<file path="config.mk">
export PLATFORM = sky130hd
export DESIGN_NAME = ssc_set_state_dec
export DESIGN_NICKNAME = d
export VERILOG_FILES = /design/src/ssc_pkg.sv /design/src/ssc_pace.sv /design/src/ssc_set_state_dec.sv
export SDC_FILE = /design/constraint.sdc
export NUM_CORES = 1
export LEC_CHECK = 0
export ABC_AREA = 1
export ABC_CLOCK_PERIOD_IN_PS = 5100
export BUFFER_PORTS_ARGS = -buffer_cell sky130_fd_sc_hd__buf_2
export CORE_MARGIN = 3
export CORE_UTILIZATION = 60
export CTS_CLUSTER_DIAMETER = 120
export DETAILED_ROUTE_END_ITERATION = 12
export GPL_TIMING_DRIVEN = 0
export PLACE_DENSITY = 0.81
export SETUP_SLACK_MARGIN = 0.3
export SKIP_LAST_GASP = 1
export SYNTH_ARGS = -nofsm -noshare
export SYNTH_HDL_FRONTEND = slang
export SYNTH_SLANG_ARGS = --single-unit
</file>
<file path="constraint.sdc">
create_clock -name mclk -period 5.1 [get_ports mclk]
set_input_delay 0.255 -clock mclk [delete_from_list [all_inputs] [get_ports mclk]]
set_output_delay 0.255 -clock mclk [all_outputs]
set_load 0.005 [all_outputs]
</file>
<file path="src/ssc_pkg.sv">
// Notes on behaviour
// - Request is STX, unit digits, code, schedule digits, method, nine fields, flag, ETX, BCC.
// - Unit number is two digits, tens first; reply echoes them before ACK or NAK.
// - Schedule digits 00 to 31 select the active schedule.
// - Two spaces in the schedule digits keep the present schedule.
// - Method codes: 0 panel, 1 ext I/O panel, 2 serial, 3 maintenance, 5 ext I/O host.
// - Only method requests 0 and 2 act; anything else leaves the method alone.
// - In maintenance a request to change the method is refused.
// - Keyswitch turning off with external I/O off forces panel control, except in maintenance.
// - External I/O maps request 0 to method 1 and 2 to 5, in any order.
// - External I/O turning off maps method 1 to 0 and 5 to 2.
// - High-voltage and guide-light fields: 0 off, 1 on, space keeps.
// - Fields four to six drive shutters one to three: 0 closed, 1 open, space keeps.
// - Report flag 1 sends a monitor record per lamp firing, 0 stops, space keeps.
// - Fast firing sends reports only at spaced intervals.
// - Reporting stays on until a report flag 0 or reset, whatever the method does.
// - ACK or NAK goes out only under serial control.
// - One bad field discards the whole request and answers NAK.
// - Record holds schedule, lamp power, energy, sample count up to 108, pulse width.
package ssc_pkg;

    // ------------------------------------------------------------
    // Characters on the link
    // ------------------------------------------------------------
    localparam logic [7:0] CH_STX = 8'h02;
    localparam logic [7:0] CH_ETX = 8'h03;
    localparam logic [7:0] CH_ACK = 8'h06;
    localparam logic [7:0] CH_NAK = 8'h15;
    localparam logic [7:0] CH_SP  = 8'h20;
    localparam logic [7:0] CH_0   = 8'h30;
    localparam logic [7:0] CH_1   = 8'h31;
    localparam logic [7:0] CH_2   = 8'h32;
    localparam logic [7:0] CMD_HI = 8'h57;
    localparam logic [7:0] CMD_LO = 8'h53;
    localparam logic [7:0] REP_HI = 8'h52;

    // ------------------------------------------------------------
    // Frame layout (position 0 is STX)
    // ------------------------------------------------------------
    localparam logic [4:0] POS_UNIT_T = 5'h01;
    localparam logic [4:0] POS_UNIT_O = 5'h02;
    localparam logic [4:0] POS_CMD_HI = 5'h03;
    localparam logic [4:0] POS_CMD_LO = 5'h04;
    localparam logic [4:0] POS_FLD    = 5'h05;
    localparam logic [4:0] POS_ETX    = 5'h12;
    localparam logic [4:0] POS_BCC    = 5'h13;
    localparam int         FLD_N      = 13;
    localparam int F_SH1 = 0;
    localparam int F_SH0 = 1;
    localparam int F_CNT = 2;
    localparam int F_HV  = 3;
    localparam int F_GL  = 4;
    localparam int F_S3  = 5;
    localparam int F_SHT = 6;
    localparam int F_S7  = 9;
    localparam int F_S8  = 10;
    localparam int F_S9  = 11;
    localparam int F_MON = 12;
    localparam logic [6:0] SCHED_MAX = 7'h1f;
    localparam logic [4:0] RPL_LEN   = 5'h03;
    localparam logic [4:0] REP_LEN   = 5'h17;
    localparam logic [11:0] SAMPLES_MAX = 12'h108;

    // ------------------------------------------------------------
    // Control method codes
    // ------------------------------------------------------------
    localparam logic [2:0] MTH_PANEL    = 3'h0;
    localparam logic [2:0] MTH_EXT_PNL  = 3'h1;
    localparam logic [2:0] MTH_SERIAL   = 3'h2;
    localparam logic [2:0] MTH_MAINT    = 3'h3;
    localparam logic [2:0] MTH_EXT_HOST = 3'h5;

    // ------------------------------------------------------------
    // Registers, resets and timing
    // ------------------------------------------------------------
    localparam logic [3:0]  REG_UNIT = 4'h0;
    localparam logic [3:0]  REG_GAP  = 4'h4;
    localparam logic [3:0]  REG_STAT = 4'h8;
    localparam logic [7:0]  UNIT_RST = 8'h01;
    localparam logic [15:0] GAP_RST  = 16'h000a;
    localparam int CLK_NS   = 25;
    localparam int TICK_NS  = 1000000;
    localparam int TICK_CYC = TICK_NS / CLK_NS;

    // ------------------------------------------------------------
    // Carriers
    // ------------------------------------------------------------
    typedef struct packed {
        logic [2:0] method;
        logic [4:0] schedule;
        logic       hv;
        logic       guide;
        logic [2:0] shutter;
        logic       report_en;
    } ssc_ctl_t;

    // BCD digits, most significant digit at the highest index
    typedef struct packed {
        logic [1:0][3:0] sched;
        logic [2:0][3:0] lamp;
        logic [3:0][3:0] energy;
        logic [2:0][3:0] samples;
        logic [2:0][3:0] width;
    } ssc_rec_t;

endpackage

</file>
<file path="src/ssc_pace.sv">
`timescale 1ns/10ps
`default_nettype none
module ssc_pace #(
    parameter int unsigned TICK_CYC = ssc_pkg::TICK_CYC
) (
    // Clock and reset
    input  wire logic        mclk,
    input  wire logic        rst_n,
    // Spacing control
    input  wire logic [15:0] gap_ms,
    input  wire logic        fire,
    output logic             ready
);
    import ssc_pkg::*;

    localparam int CW = $clog2(TICK_CYC + 1);

    typedef struct packed {
        logic [CW-1:0] div;
        logic [15:0]   left;
    } ssc_pace_st_t;

    ssc_pace_st_t s;
    ssc_pace_st_t n;
    logic         tick;

    // ------------------------------------------------------------
    // Millisecond enable and spacing countdown
    // ------------------------------------------------------------
    always_comb begin
        n = s;
        tick = (s.div == CW'(TICK_CYC - 1));
        n.div = tick ? '0 : s.div + CW'(1);
        // A fresh report restarts the gap; a stale tick must not shorten it
        if (fire) begin
            n.left = gap_ms;
        end else if (tick && s.left != 16'h0000) begin
            n.left = s.left - 16'h0001;
        end
    end

    always_ff @(posedge mclk or negedge rst_n) begin
        if (!rst_n) begin
            s <= '0;
        end else begin
            s <= n;
        end
    end

    assign ready = (s.left == 16'h0000);

endmodule // ssc_pace
`default_nettype wire

</file>
<file path="src/ssc_set_state_dec.sv">
`timescale 1ns/10ps
`default_nettype none
module ssc_set_state_dec #(
    parameter int unsigned TICK_CYC = ssc_pkg::TICK_CYC
) (
    // Clock and reset
    input  wire logic               mclk,
    input  wire logic               rst_n,
    // Register port
    input  wire logic [3:0]         reg_addr,
    input  wire logic [31:0]        reg_wdata,
    input  wire logic               reg_wr,
    input  wire logic               reg_rd,
    output logic [31:0]             reg_rdata,
    // Received bytes
    input  wire logic               rx_valid,
    input  wire logic [7:0]         rx_data,
    // Transmitted bytes
    output logic                    tx_valid,
    output logic [7:0]              tx_data,
    input  wire logic               tx_ready,
    // Machine inputs
    input  wire logic               ext_io_on,
    input  wire logic               keyswitch_on,
    input  wire logic               maint_on,
    input  wire logic               lamp_fired,
    input  wire ssc_pkg::ssc_rec_t  mon_rec,
    // Applied state
    output ssc_pkg::ssc_ctl_t       ctl
);
    import ssc_pkg::*;

    typedef struct packed {
        ssc_ctl_t                 ctl;
        logic [7:0]               uid;
        logic [15:0]              gap;
        logic [31:0]              rdata;
        logic [4:0]               ridx;
        logic [7:0]               rbcc;
        logic                     hit;
        logic [FLD_N-1:0][7:0]    fld;
        logic                     ext_d;
        logic                     key_d;
        logic                     maint_d;
        logic                     tx_busy;
        logic                     tx_rep;
        logic                     tx_ack;
        logic [4:0]               tx_idx;
        logic [7:0]               tx_byte;
        logic [7:0]               tx_bcc;
        logic                     rpl_pend;
        logic                     rpl_ack;
        logic                     rep_pend;
        ssc_rec_t                 rec;
    } ssc_dec_st_t;

    ssc_dec_st_t s;
    ssc_dec_st_t n;
    logic        good;
    logic        bad;
    logic        req;
    logic        rpl;
    logic        sch_keep;
    logic        sch_ok;
    logic [6:0]  sch_v;
    logic [2:0]  base_m;
    logic [2:0]  new_m;
    logic [1:0]  d_hv;
    logic [1:0]  d_gl;
    logic [1:0]  d_mon;
    logic [2:0][1:0] d_sh;
    logic [7:0]  nbcc;
    logic [4:0]  len;
    logic        rep_go;
    logic        pace_ok;

    // ------------------------------------------------------------
    // Helpers
    // ------------------------------------------------------------
    // Switch field: 00 off, 01 on, 10 keep, 11 illegal
    function automatic logic [1:0] sw_dec(input logic [7:0] c);
        if (c == CH_0) return 2'b00;
        if (c == CH_1) return 2'b01;
        if (c == CH_SP) return 2'b10;
        return 2'b11;
    endfunction

    function automatic logic is_dig(input logic [7:0] c);
        return (c >= CH_0) && (c <= 8'h39);
    endfunction

    // Sample count never reported above its ceiling
    function automatic ssc_rec_t rec_clamp(input ssc_rec_t r);
        ssc_rec_t c;
        c = r;
        if (r.samples[2] > 4'h1 || (r.samples[2] == 4'h1 && (r.samples[1] != 4'h0 || r.samples[0] > 4'h8)))
            c.samples = SAMPLES_MAX;
        return c;
    endfunction

    // Byte k of the reply (no STX) or of the monitor record
    function automatic logic [7:0] tx_gen(input logic rep, input logic [4:0] k, input logic [7:0] bcc,
                                          input logic ack, input logic [7:0] uid, input ssc_rec_t rec);
        logic [14:0][3:0] dg;
        logic [4:0]       o;
        dg = rec;
        o = rep ? k : k + 5'h01;
        if (o == 5'h00) return CH_STX;
        if (o == 5'h01) return {4'h3, uid[7:4]};
        if (o == 5'h02) return {4'h3, uid[3:0]};
        if (!rep) return ack ? CH_ACK : CH_NAK;
        if (o == 5'h03) return REP_HI;
        if (o <= 5'h05) return CH_0;
        if (o <= 5'h14) return {4'h3, dg[5'h14 - o]};
        if (o == 5'h15) return CH_ETX;
        return bcc;
    endfunction

    // ------------------------------------------------------------
    // Next-state logic
    // ------------------------------------------------------------
    always_comb begin
        n = s;
        n.ext_d = ext_io_on;
        n.key_d = keyswitch_on;
        n.maint_d = maint_on;
        nbcc = 8'h00;
        len = RPL_LEN;

        // Register writes steer unit number and report spacing
        if (reg_wr && reg_addr == REG_UNIT) n.uid = reg_wdata[7:0];
        if (reg_wr && reg_addr == REG_GAP) n.gap = reg_wdata[15:0];
        // Read data valid for the one cycle after the strobe
        n.rdata = 32'h0000_0000;
        if (reg_rd) begin
            unique case (reg_addr)
                REG_UNIT: n.rdata = {24'h00_0000, s.uid};
                REG_GAP:  n.rdata = {16'h0000, s.gap};
                REG_STAT: n.rdata = {16'h0000, keyswitch_on, ext_io_on, s.ctl};
                default:  n.rdata = 32'h0000_0000;
            endcase
        end

        // Method follows external I/O, keyswitch and maintenance edges
        if (ext_io_on && !s.ext_d) begin
            if (s.ctl.method == MTH_PANEL) n.ctl.method = MTH_EXT_PNL;
            if (s.ctl.method == MTH_SERIAL) n.ctl.method = MTH_EXT_HOST;
        end
        if (!ext_io_on && s.ext_d) begin
            if (s.ctl.method == MTH_EXT_PNL) n.ctl.method = MTH_PANEL;
            if (s.ctl.method == MTH_EXT_HOST) n.ctl.method = MTH_SERIAL;
        end
        if (!keyswitch_on && s.key_d && !ext_io_on && s.ctl.method != MTH_MAINT)
            n.ctl.method = MTH_PANEL;
        if (maint_on && !s.maint_d) n.ctl.method = MTH_MAINT;
        if (!maint_on && s.maint_d) n.ctl.method = MTH_PANEL;
        base_m = n.ctl.method;

        // Field decode of the captured request
        sch_keep = s.fld[F_SH1] == CH_SP && s.fld[F_SH0] == CH_SP;
        sch_v = 7'(s.fld[F_SH1][3:0]) * 7'h0a + 7'(s.fld[F_SH0][3:0]);
        sch_ok = is_dig(s.fld[F_SH1]) && is_dig(s.fld[F_SH0]) && sch_v <= SCHED_MAX;
        req = s.fld[F_CNT] == CH_0 || s.fld[F_CNT] == CH_2;
        if (ext_io_on)
            new_m = (s.fld[F_CNT] == CH_0) ? MTH_EXT_PNL : MTH_EXT_HOST;
        else
            new_m = (s.fld[F_CNT] == CH_0) ? MTH_PANEL : MTH_SERIAL;
        d_hv = sw_dec(s.fld[F_HV]);
        d_gl = sw_dec(s.fld[F_GL]);
        d_mon = sw_dec(s.fld[F_MON]);
        for (int i = 0; i < 3; i++) begin
            d_sh[i] = sw_dec(s.fld[F_SHT + i]);
        end
        // Any unusable field spoils the whole request
        bad = (!sch_keep && !sch_ok) || (req && base_m == MTH_MAINT)
            || d_hv == 2'b11 || d_gl == 2'b11 || d_mon == 2'b11
            || d_sh[0] == 2'b11 || d_sh[1] == 2'b11 || d_sh[2] == 2'b11
            || s.fld[F_S3] != CH_SP || s.fld[F_S7] != CH_SP
            || s.fld[F_S8] != CH_SP || s.fld[F_S9] != CH_SP;
        good = rx_valid && s.ridx == POS_BCC && s.hit && rx_data == s.rbcc;
        rpl = base_m == MTH_SERIAL || (!bad && req && new_m == MTH_SERIAL);

        // Request framing; a wrong unit or code just drops the frame
        if (rx_valid) begin
            if (s.ridx == POS_BCC) begin
                n.ridx = 5'h00;
            end else if (rx_data == CH_STX) begin
                n.ridx = POS_UNIT_T;
                n.rbcc = 8'h00;
                n.hit = 1'b1;
            end else if (s.ridx != 5'h00) begin
                n.ridx = s.ridx + 5'h01;
                n.rbcc = s.rbcc ^ rx_data;
                if (s.ridx == POS_UNIT_T && rx_data != {4'h3, s.uid[7:4]}) n.hit = 1'b0;
                if (s.ridx == POS_UNIT_O && rx_data != {4'h3, s.uid[3:0]}) n.hit = 1'b0;
                if (s.ridx == POS_CMD_HI && rx_data != CMD_HI) n.hit = 1'b0;
                if (s.ridx == POS_CMD_LO && rx_data != CMD_LO) n.hit = 1'b0;
                if (s.ridx == POS_ETX && rx_data != CH_ETX) n.hit = 1'b0;
                if (s.ridx >= POS_FLD && s.ridx < POS_ETX) n.fld[s.ridx - POS_FLD] = rx_data;
            end
        end

        // Commit all fields together, or none
        if (good && !bad) begin
            if (sch_ok) n.ctl.schedule = sch_v[4:0];
            if (req) n.ctl.method = new_m;
            if (!d_hv[1]) n.ctl.hv = d_hv[0];
            if (!d_gl[1]) n.ctl.guide = d_gl[0];
            // Only the flag clears reporting; method changes leave it
            if (!d_mon[1]) n.ctl.report_en = d_mon[0];
            for (int i = 0; i < 3; i++) begin
                if (!d_sh[i][1]) n.ctl.shutter[i] = d_sh[i][0];
            end
        end

        // Transmitter: one byte per accepted handshake
        if (s.tx_busy) begin
            if (tx_ready) begin
                nbcc = s.tx_bcc ^ ((s.tx_idx == 5'h00) ? 8'h00 : s.tx_byte);
                len = s.tx_rep ? REP_LEN : RPL_LEN;
                if (s.tx_idx == len - 5'h01) begin
                    n.tx_busy = 1'b0;
                end else begin
                    n.tx_idx = s.tx_idx + 5'h01;
                    n.tx_bcc = nbcc;
                    n.tx_byte = tx_gen(s.tx_rep, s.tx_idx + 5'h01, nbcc, s.tx_ack, s.uid, s.rec);
                end
            end
        end else if (s.rpl_pend) begin
            // Replies go first; a record can wait a few bytes
            n.tx_busy = 1'b1;
            n.tx_rep = 1'b0;
            n.tx_ack = s.rpl_ack;
            n.tx_idx = 5'h00;
            n.tx_bcc = 8'h00;
            n.tx_byte = tx_gen(1'b0, 5'h00, 8'h00, s.rpl_ack, s.uid, s.rec);
            n.rpl_pend = 1'b0;
        end else if (s.rep_pend) begin
            n.tx_busy = 1'b1;
            n.tx_rep = 1'b1;
            n.tx_idx = 5'h00;
            n.tx_bcc = 8'h00;
            n.tx_byte = CH_STX;
            n.rep_pend = 1'b0;
        end

        // Pending flags set after the clears so a same-cycle event wins
        if (good && rpl) begin
            n.rpl_pend = 1'b1;
            n.rpl_ack = !bad;
        end
        // Firings inside the gap or during a record send nothing
        rep_go = lamp_fired && s.ctl.report_en && pace_ok && !s.rep_pend
               && !(s.tx_busy && s.tx_rep);
        if (rep_go) begin
            n.rep_pend = 1'b1;
            n.rec = rec_clamp(mon_rec);
        end
    end

    // ------------------------------------------------------------
    // State register
    // ------------------------------------------------------------
    always_ff @(posedge mclk or negedge rst_n) begin
        if (!rst_n) begin
            s <= '0;
            s.uid <= UNIT_RST;
            s.gap <= GAP_RST;
            s.ctl.method <= MTH_PANEL;
        end else begin
            s <= n;
        end
    end

    // ------------------------------------------------------------
    // Report spacing timer
    // ------------------------------------------------------------
    ssc_pace #(
        .TICK_CYC (TICK_CYC)
    ) u_pace (
        .mclk   (mclk),
        .rst_n  (rst_n),
        .gap_ms (s.gap),
        .fire   (rep_go),
        .ready  (pace_ok)
    );

    // Outputs
    assign tx_valid = s.tx_busy;
    assign tx_data = s.tx_byte;
    assign reg_rdata = s.rdata;
    assign ctl = s.ctl;

endmodule // ssc_set_state_dec
`default_nettype wire

</file>
==> summary by stage <==
Run status
The run finished with clean final reports.

Timing
The slew of the pin with the lowest slew margin is approximately 1.2 ns. In the finished design, the share of the clock period the worst path needs comes to ~79%. The clock period minus final worst setup slack is about 4.0 ns.

The maximum frequency from static timing analysis is about 250 MHz. Headroom to the max-slew limit came out at 18.9%. The number of endpoints with negative hold slack in the final report is 0.

Setup violations remaining at the end of the flow were counted as 0. Setup repair after global routing left no endpoint under its margin. The worst-case setup margin in the final layout is 1.06 ns. After routing, the total negative slack on setup checks comes to 0 ns.

The final max-slew violation count was 0. The final hold slack is about 0.011 ns. The worst-case clock skew is approximately 0.023 ns.

Critical path
Along the worst path, the maximum fanout reaches 11. The worst setup path category is reg -> reg. Data on the critical path arrives at its endpoint at approximately 4.5 ns. The type of origin of the critical path is a flip-flop. The critical path endpoint category is a flip-flop. The data required time at the worst endpoint is between 5 and 6 ns.

Floorplanning
The number of top-level pins is 169. The width of the die is between 150 and 200 microns. The area of the die is between 20,000 and 30,000 sq um. Measured along the y axis, the die boundary spans 166 microns. After floorplanning, the core was sized to cover 24,700 sq um. The effective utilization at floorplan is between 60% and 70%. The floorplan row count is 57.

Yosys
In this run the mean area of a mapped cell was slightly below 8 sq um. In this run the cell area of the synthesized design comes to 15,300 sq um. The synthesized design contains between 200 and 300 register bits. For this run, the leading register cell type out of synthesis is sky130_fd_sc_hd__dfrtp_1.

The sequential area share after synthesis is between 40% and 50%. In this run, distinct cell masters in the synthesized netlist total 54. In the synthesized netlist the async set-or-reset flop fraction comes to 100%. The synthesized instance count is ~1.9k. For this run, the number of Yosys warnings is 0. The number of synthesized flops with an enable pin is 0.

Global route
The largest net degree at the start of global routing is around 130. The via count of the first global-routing pass is approximately 14k. The number of antenna violations at the first check in global routing is 1. The global-route wire length before repair is approximately 67,000 microns.

The global route total overflow is 0. The global-route usage over all layers is about 30%.

Route
After detailed routing, the average wire length per cell comes to 16.6 microns. Summed over all layers, the routed wires come to ~42,000 microns. In this run, the number of DRC markers left after iteration 0 of detailed routing was 1,471. The number of routed nets with antenna violations is 0. After detailed routing, the number of vias per cell comes to 5.55.

The detailed-route via count is roughly 14k. The number of iterations in the first detailed-routing pass is 8. For this run, design rule violations remaining after detail routing come to 0.

Cells and area
The net count of the finished layout is roughly 2.3k. The finished cells cover 18,300 sq um. From synthesis to final layout, the design area changed by 19.7%. Once layout is complete, the cells apart from fillers number ~2.5k. Cells with a size suffix above 1 make up between 10% and 20% of the layout.

The layout has 1,830 filler cells.

Place
Detailed placement finished with a half-perimeter wire length of about 29,000 microns. Input and output buffers added on the ports amount to approximately 130. Once placement completed, the tool counted placed cells totaling roughly 2.4k. The placer congestion estimate is 0.928. The worst slack at placement is around 1.2 ns. After detailed placement, the total cell area comes to 16,500 sq um.

Clock tree
The clock transition at the register clock pins on the worst setup and hold paths after CTS is approximately 0.06 ns. The TritonCTS clock tree is done. The deepest level of the CTS H-tree is 1. The buffer depth of the longest clock path is 3. The clock net sink count is between 200 and 300. For the worst-skew pair, the clock arrives at the later sink with an insertion delay of approximately 0.57 ns. The root buffer cell is sky130_fd_sc_hd__clkbuf_16. The number of CTS-inserted buffers is 31. The number of gates resized after CTS was 0.

Power and ir drop
The leakage power of the design is roughly 9.4 nW. Power spread over the standard cell area amounts to just over 500 nW/um^2. The largest vdd supply drop is ~0.00032 V.

Job
The max-capacitance violation count is 0.

Hold path
The worst min-delay path category is in -> reg.
layout make-up:
cell class / count / area, sq um / share of cell area, %
diodes: 1 / 2.50 / 0.0137
plain buffers: 118 / 763 / 4.17
clock buffers: 45 / 898 / 4.91
clock inverters: 13 / 181 / 0.992
inverters: 222 / 833 / 4.56
multi-input cells: 1302 / 6370 / 34.9
flip-flops and latches: 294 / 7360 / 40.3
well taps: 324 / 405 / 2.22
repair buffers: 207 / 1460 / 7.99
critical path, cell delays in order, from the launching register on:
cell and delay [ns]:
sky130_fd_sc_hd__dfrtp_1 0.37, sky130_fd_sc_hd__buf_6 0.14, sky130_fd_sc_hd__inv_1 0.16, sky130_fd_sc_hd__nand2_1 0.13, sky130_fd_sc_hd__nand2_1 0.16, sky130_fd_sc_hd__buf_2 0.24
sky130_fd_sc_hd__buf_2 0.29, sky130_fd_sc_hd__ha_1 0.27, sky130_fd_sc_hd__clkbuf_1 0.23, sky130_fd_sc_hd__inv_1 0.24, sky130_fd_sc_hd__clkbuf_1 0.42, sky130_fd_sc_hd__o21ai_0 0.19
sky130_fd_sc_hd__o21ai_0 0.30, sky130_fd_sc_hd__nand2_1 0.09, sky130_fd_sc_hd__nand3_1 0.09, sky130_fd_sc_hd__nand3_1 0.13, sky130_fd_sc_hd__nand2_1 0.10, sky130_fd_sc_hd__nand2_1 0.06
sky130_fd_sc_hd__nand3_1 0.08, sky130_fd_sc_hd__nand3_1 0.09, sky130_fd_sc_hd__nand2_1 0.08, sky130_fd_sc_hd__nand2_1 0.05
cell usage after synthesis, types with 25 or more instances:
cell / instances / area [sq um]
sky130_fd_sc_hd__inv_1: 217 / 815
sky130_fd_sc_hd__nand3_1: 100 / 500
sky130_fd_sc_hd__nand4_1: 25 / 156
sky130_fd_sc_hd__o21ai_0: 169 / 846
sky130_fd_sc_hd__a21oi_1: 50 / 250
sky130_fd_sc_hd__dfrtp_1: 291 / 7280
sky130_fd_sc_hd__buf_4: 55 / 413
sky130_fd_sc_hd__nor3_1: 45 / 225
sky130_fd_sc_hd__nor2_1: 136 / 510
sky130_fd_sc_hd__clkbuf_1: 37 / 139
sky130_fd_sc_hd__nand2_1: 564 / 2120
worst paths after layout:
check	start	to	slack (ns)	cells after the start
worst max-delay path	s[85]	tx_data[1]	1.06	21
worst min-delay path	reg_wdata[5]	s[261]	0.01	3
worst max register to register	s[85]	tx_data[1]	1.06	21
worst min register to register	s[35]	s[35]	0.47	2
max in group asynchronous	rst_n	u_pace.s[22]	3.80	3
min in group asynchronous	rst_n	s[79]	0.26	2
layer usage:
layer,vias up,global-route usage (%),part of all wire (%)
met5,-,0,0
met4,0,11.3,3.6
met3,121,3.79,7.4
met1,6650,39.2,39
li1,6625,-,-
met2,626,52.9,50
cells in the final DEF, fill, tap and decap left out, drive strengths merged, types with 16 or more instances in the layout:
cell type,n
nand2,574
dfrtp,291
inv,220
buf,213
o21ai,178
nor2,137
nand3,100
clkbuf,83
dlygate4sd3,74
a21oi,51
nor3,45
nand4,26
xor2,24
ha,24
nor4,22
xnor2,19
conb,16
power breakdown:
part	internal [mW]	switching, mW
logic	1.34	2.48
clock network	1.42	0.949
registers	2.85	0.385
total	5.61	3.82
stage by stage:
step	utilization, %	total power, mW
final	74.1	9.43
after global routing	74.1	10.1
after CTS	74.1	9.36
after detailed placement	66.7	6.92
after global placement	66.4	6.81
after floorplan	-	5.88
logic make-up after synthesis:
logic type	share of synthesized area, %
other	0.0245
AND/OR/NAND/NOR	25.7
AO/OA/AOI/OAI	10.8
adder cells (fa/ha/maj)	2.23
multiplexers	0.221
flip-flops	48.2
buffers and inverters	10.5
XOR/XNOR	2.47
repair_timing:
item                      CTS  global route
hold endpoints to repair  153             0
hold buffers               74             0
buffers inserted            0             0
(Power assumes the default switching activity.)
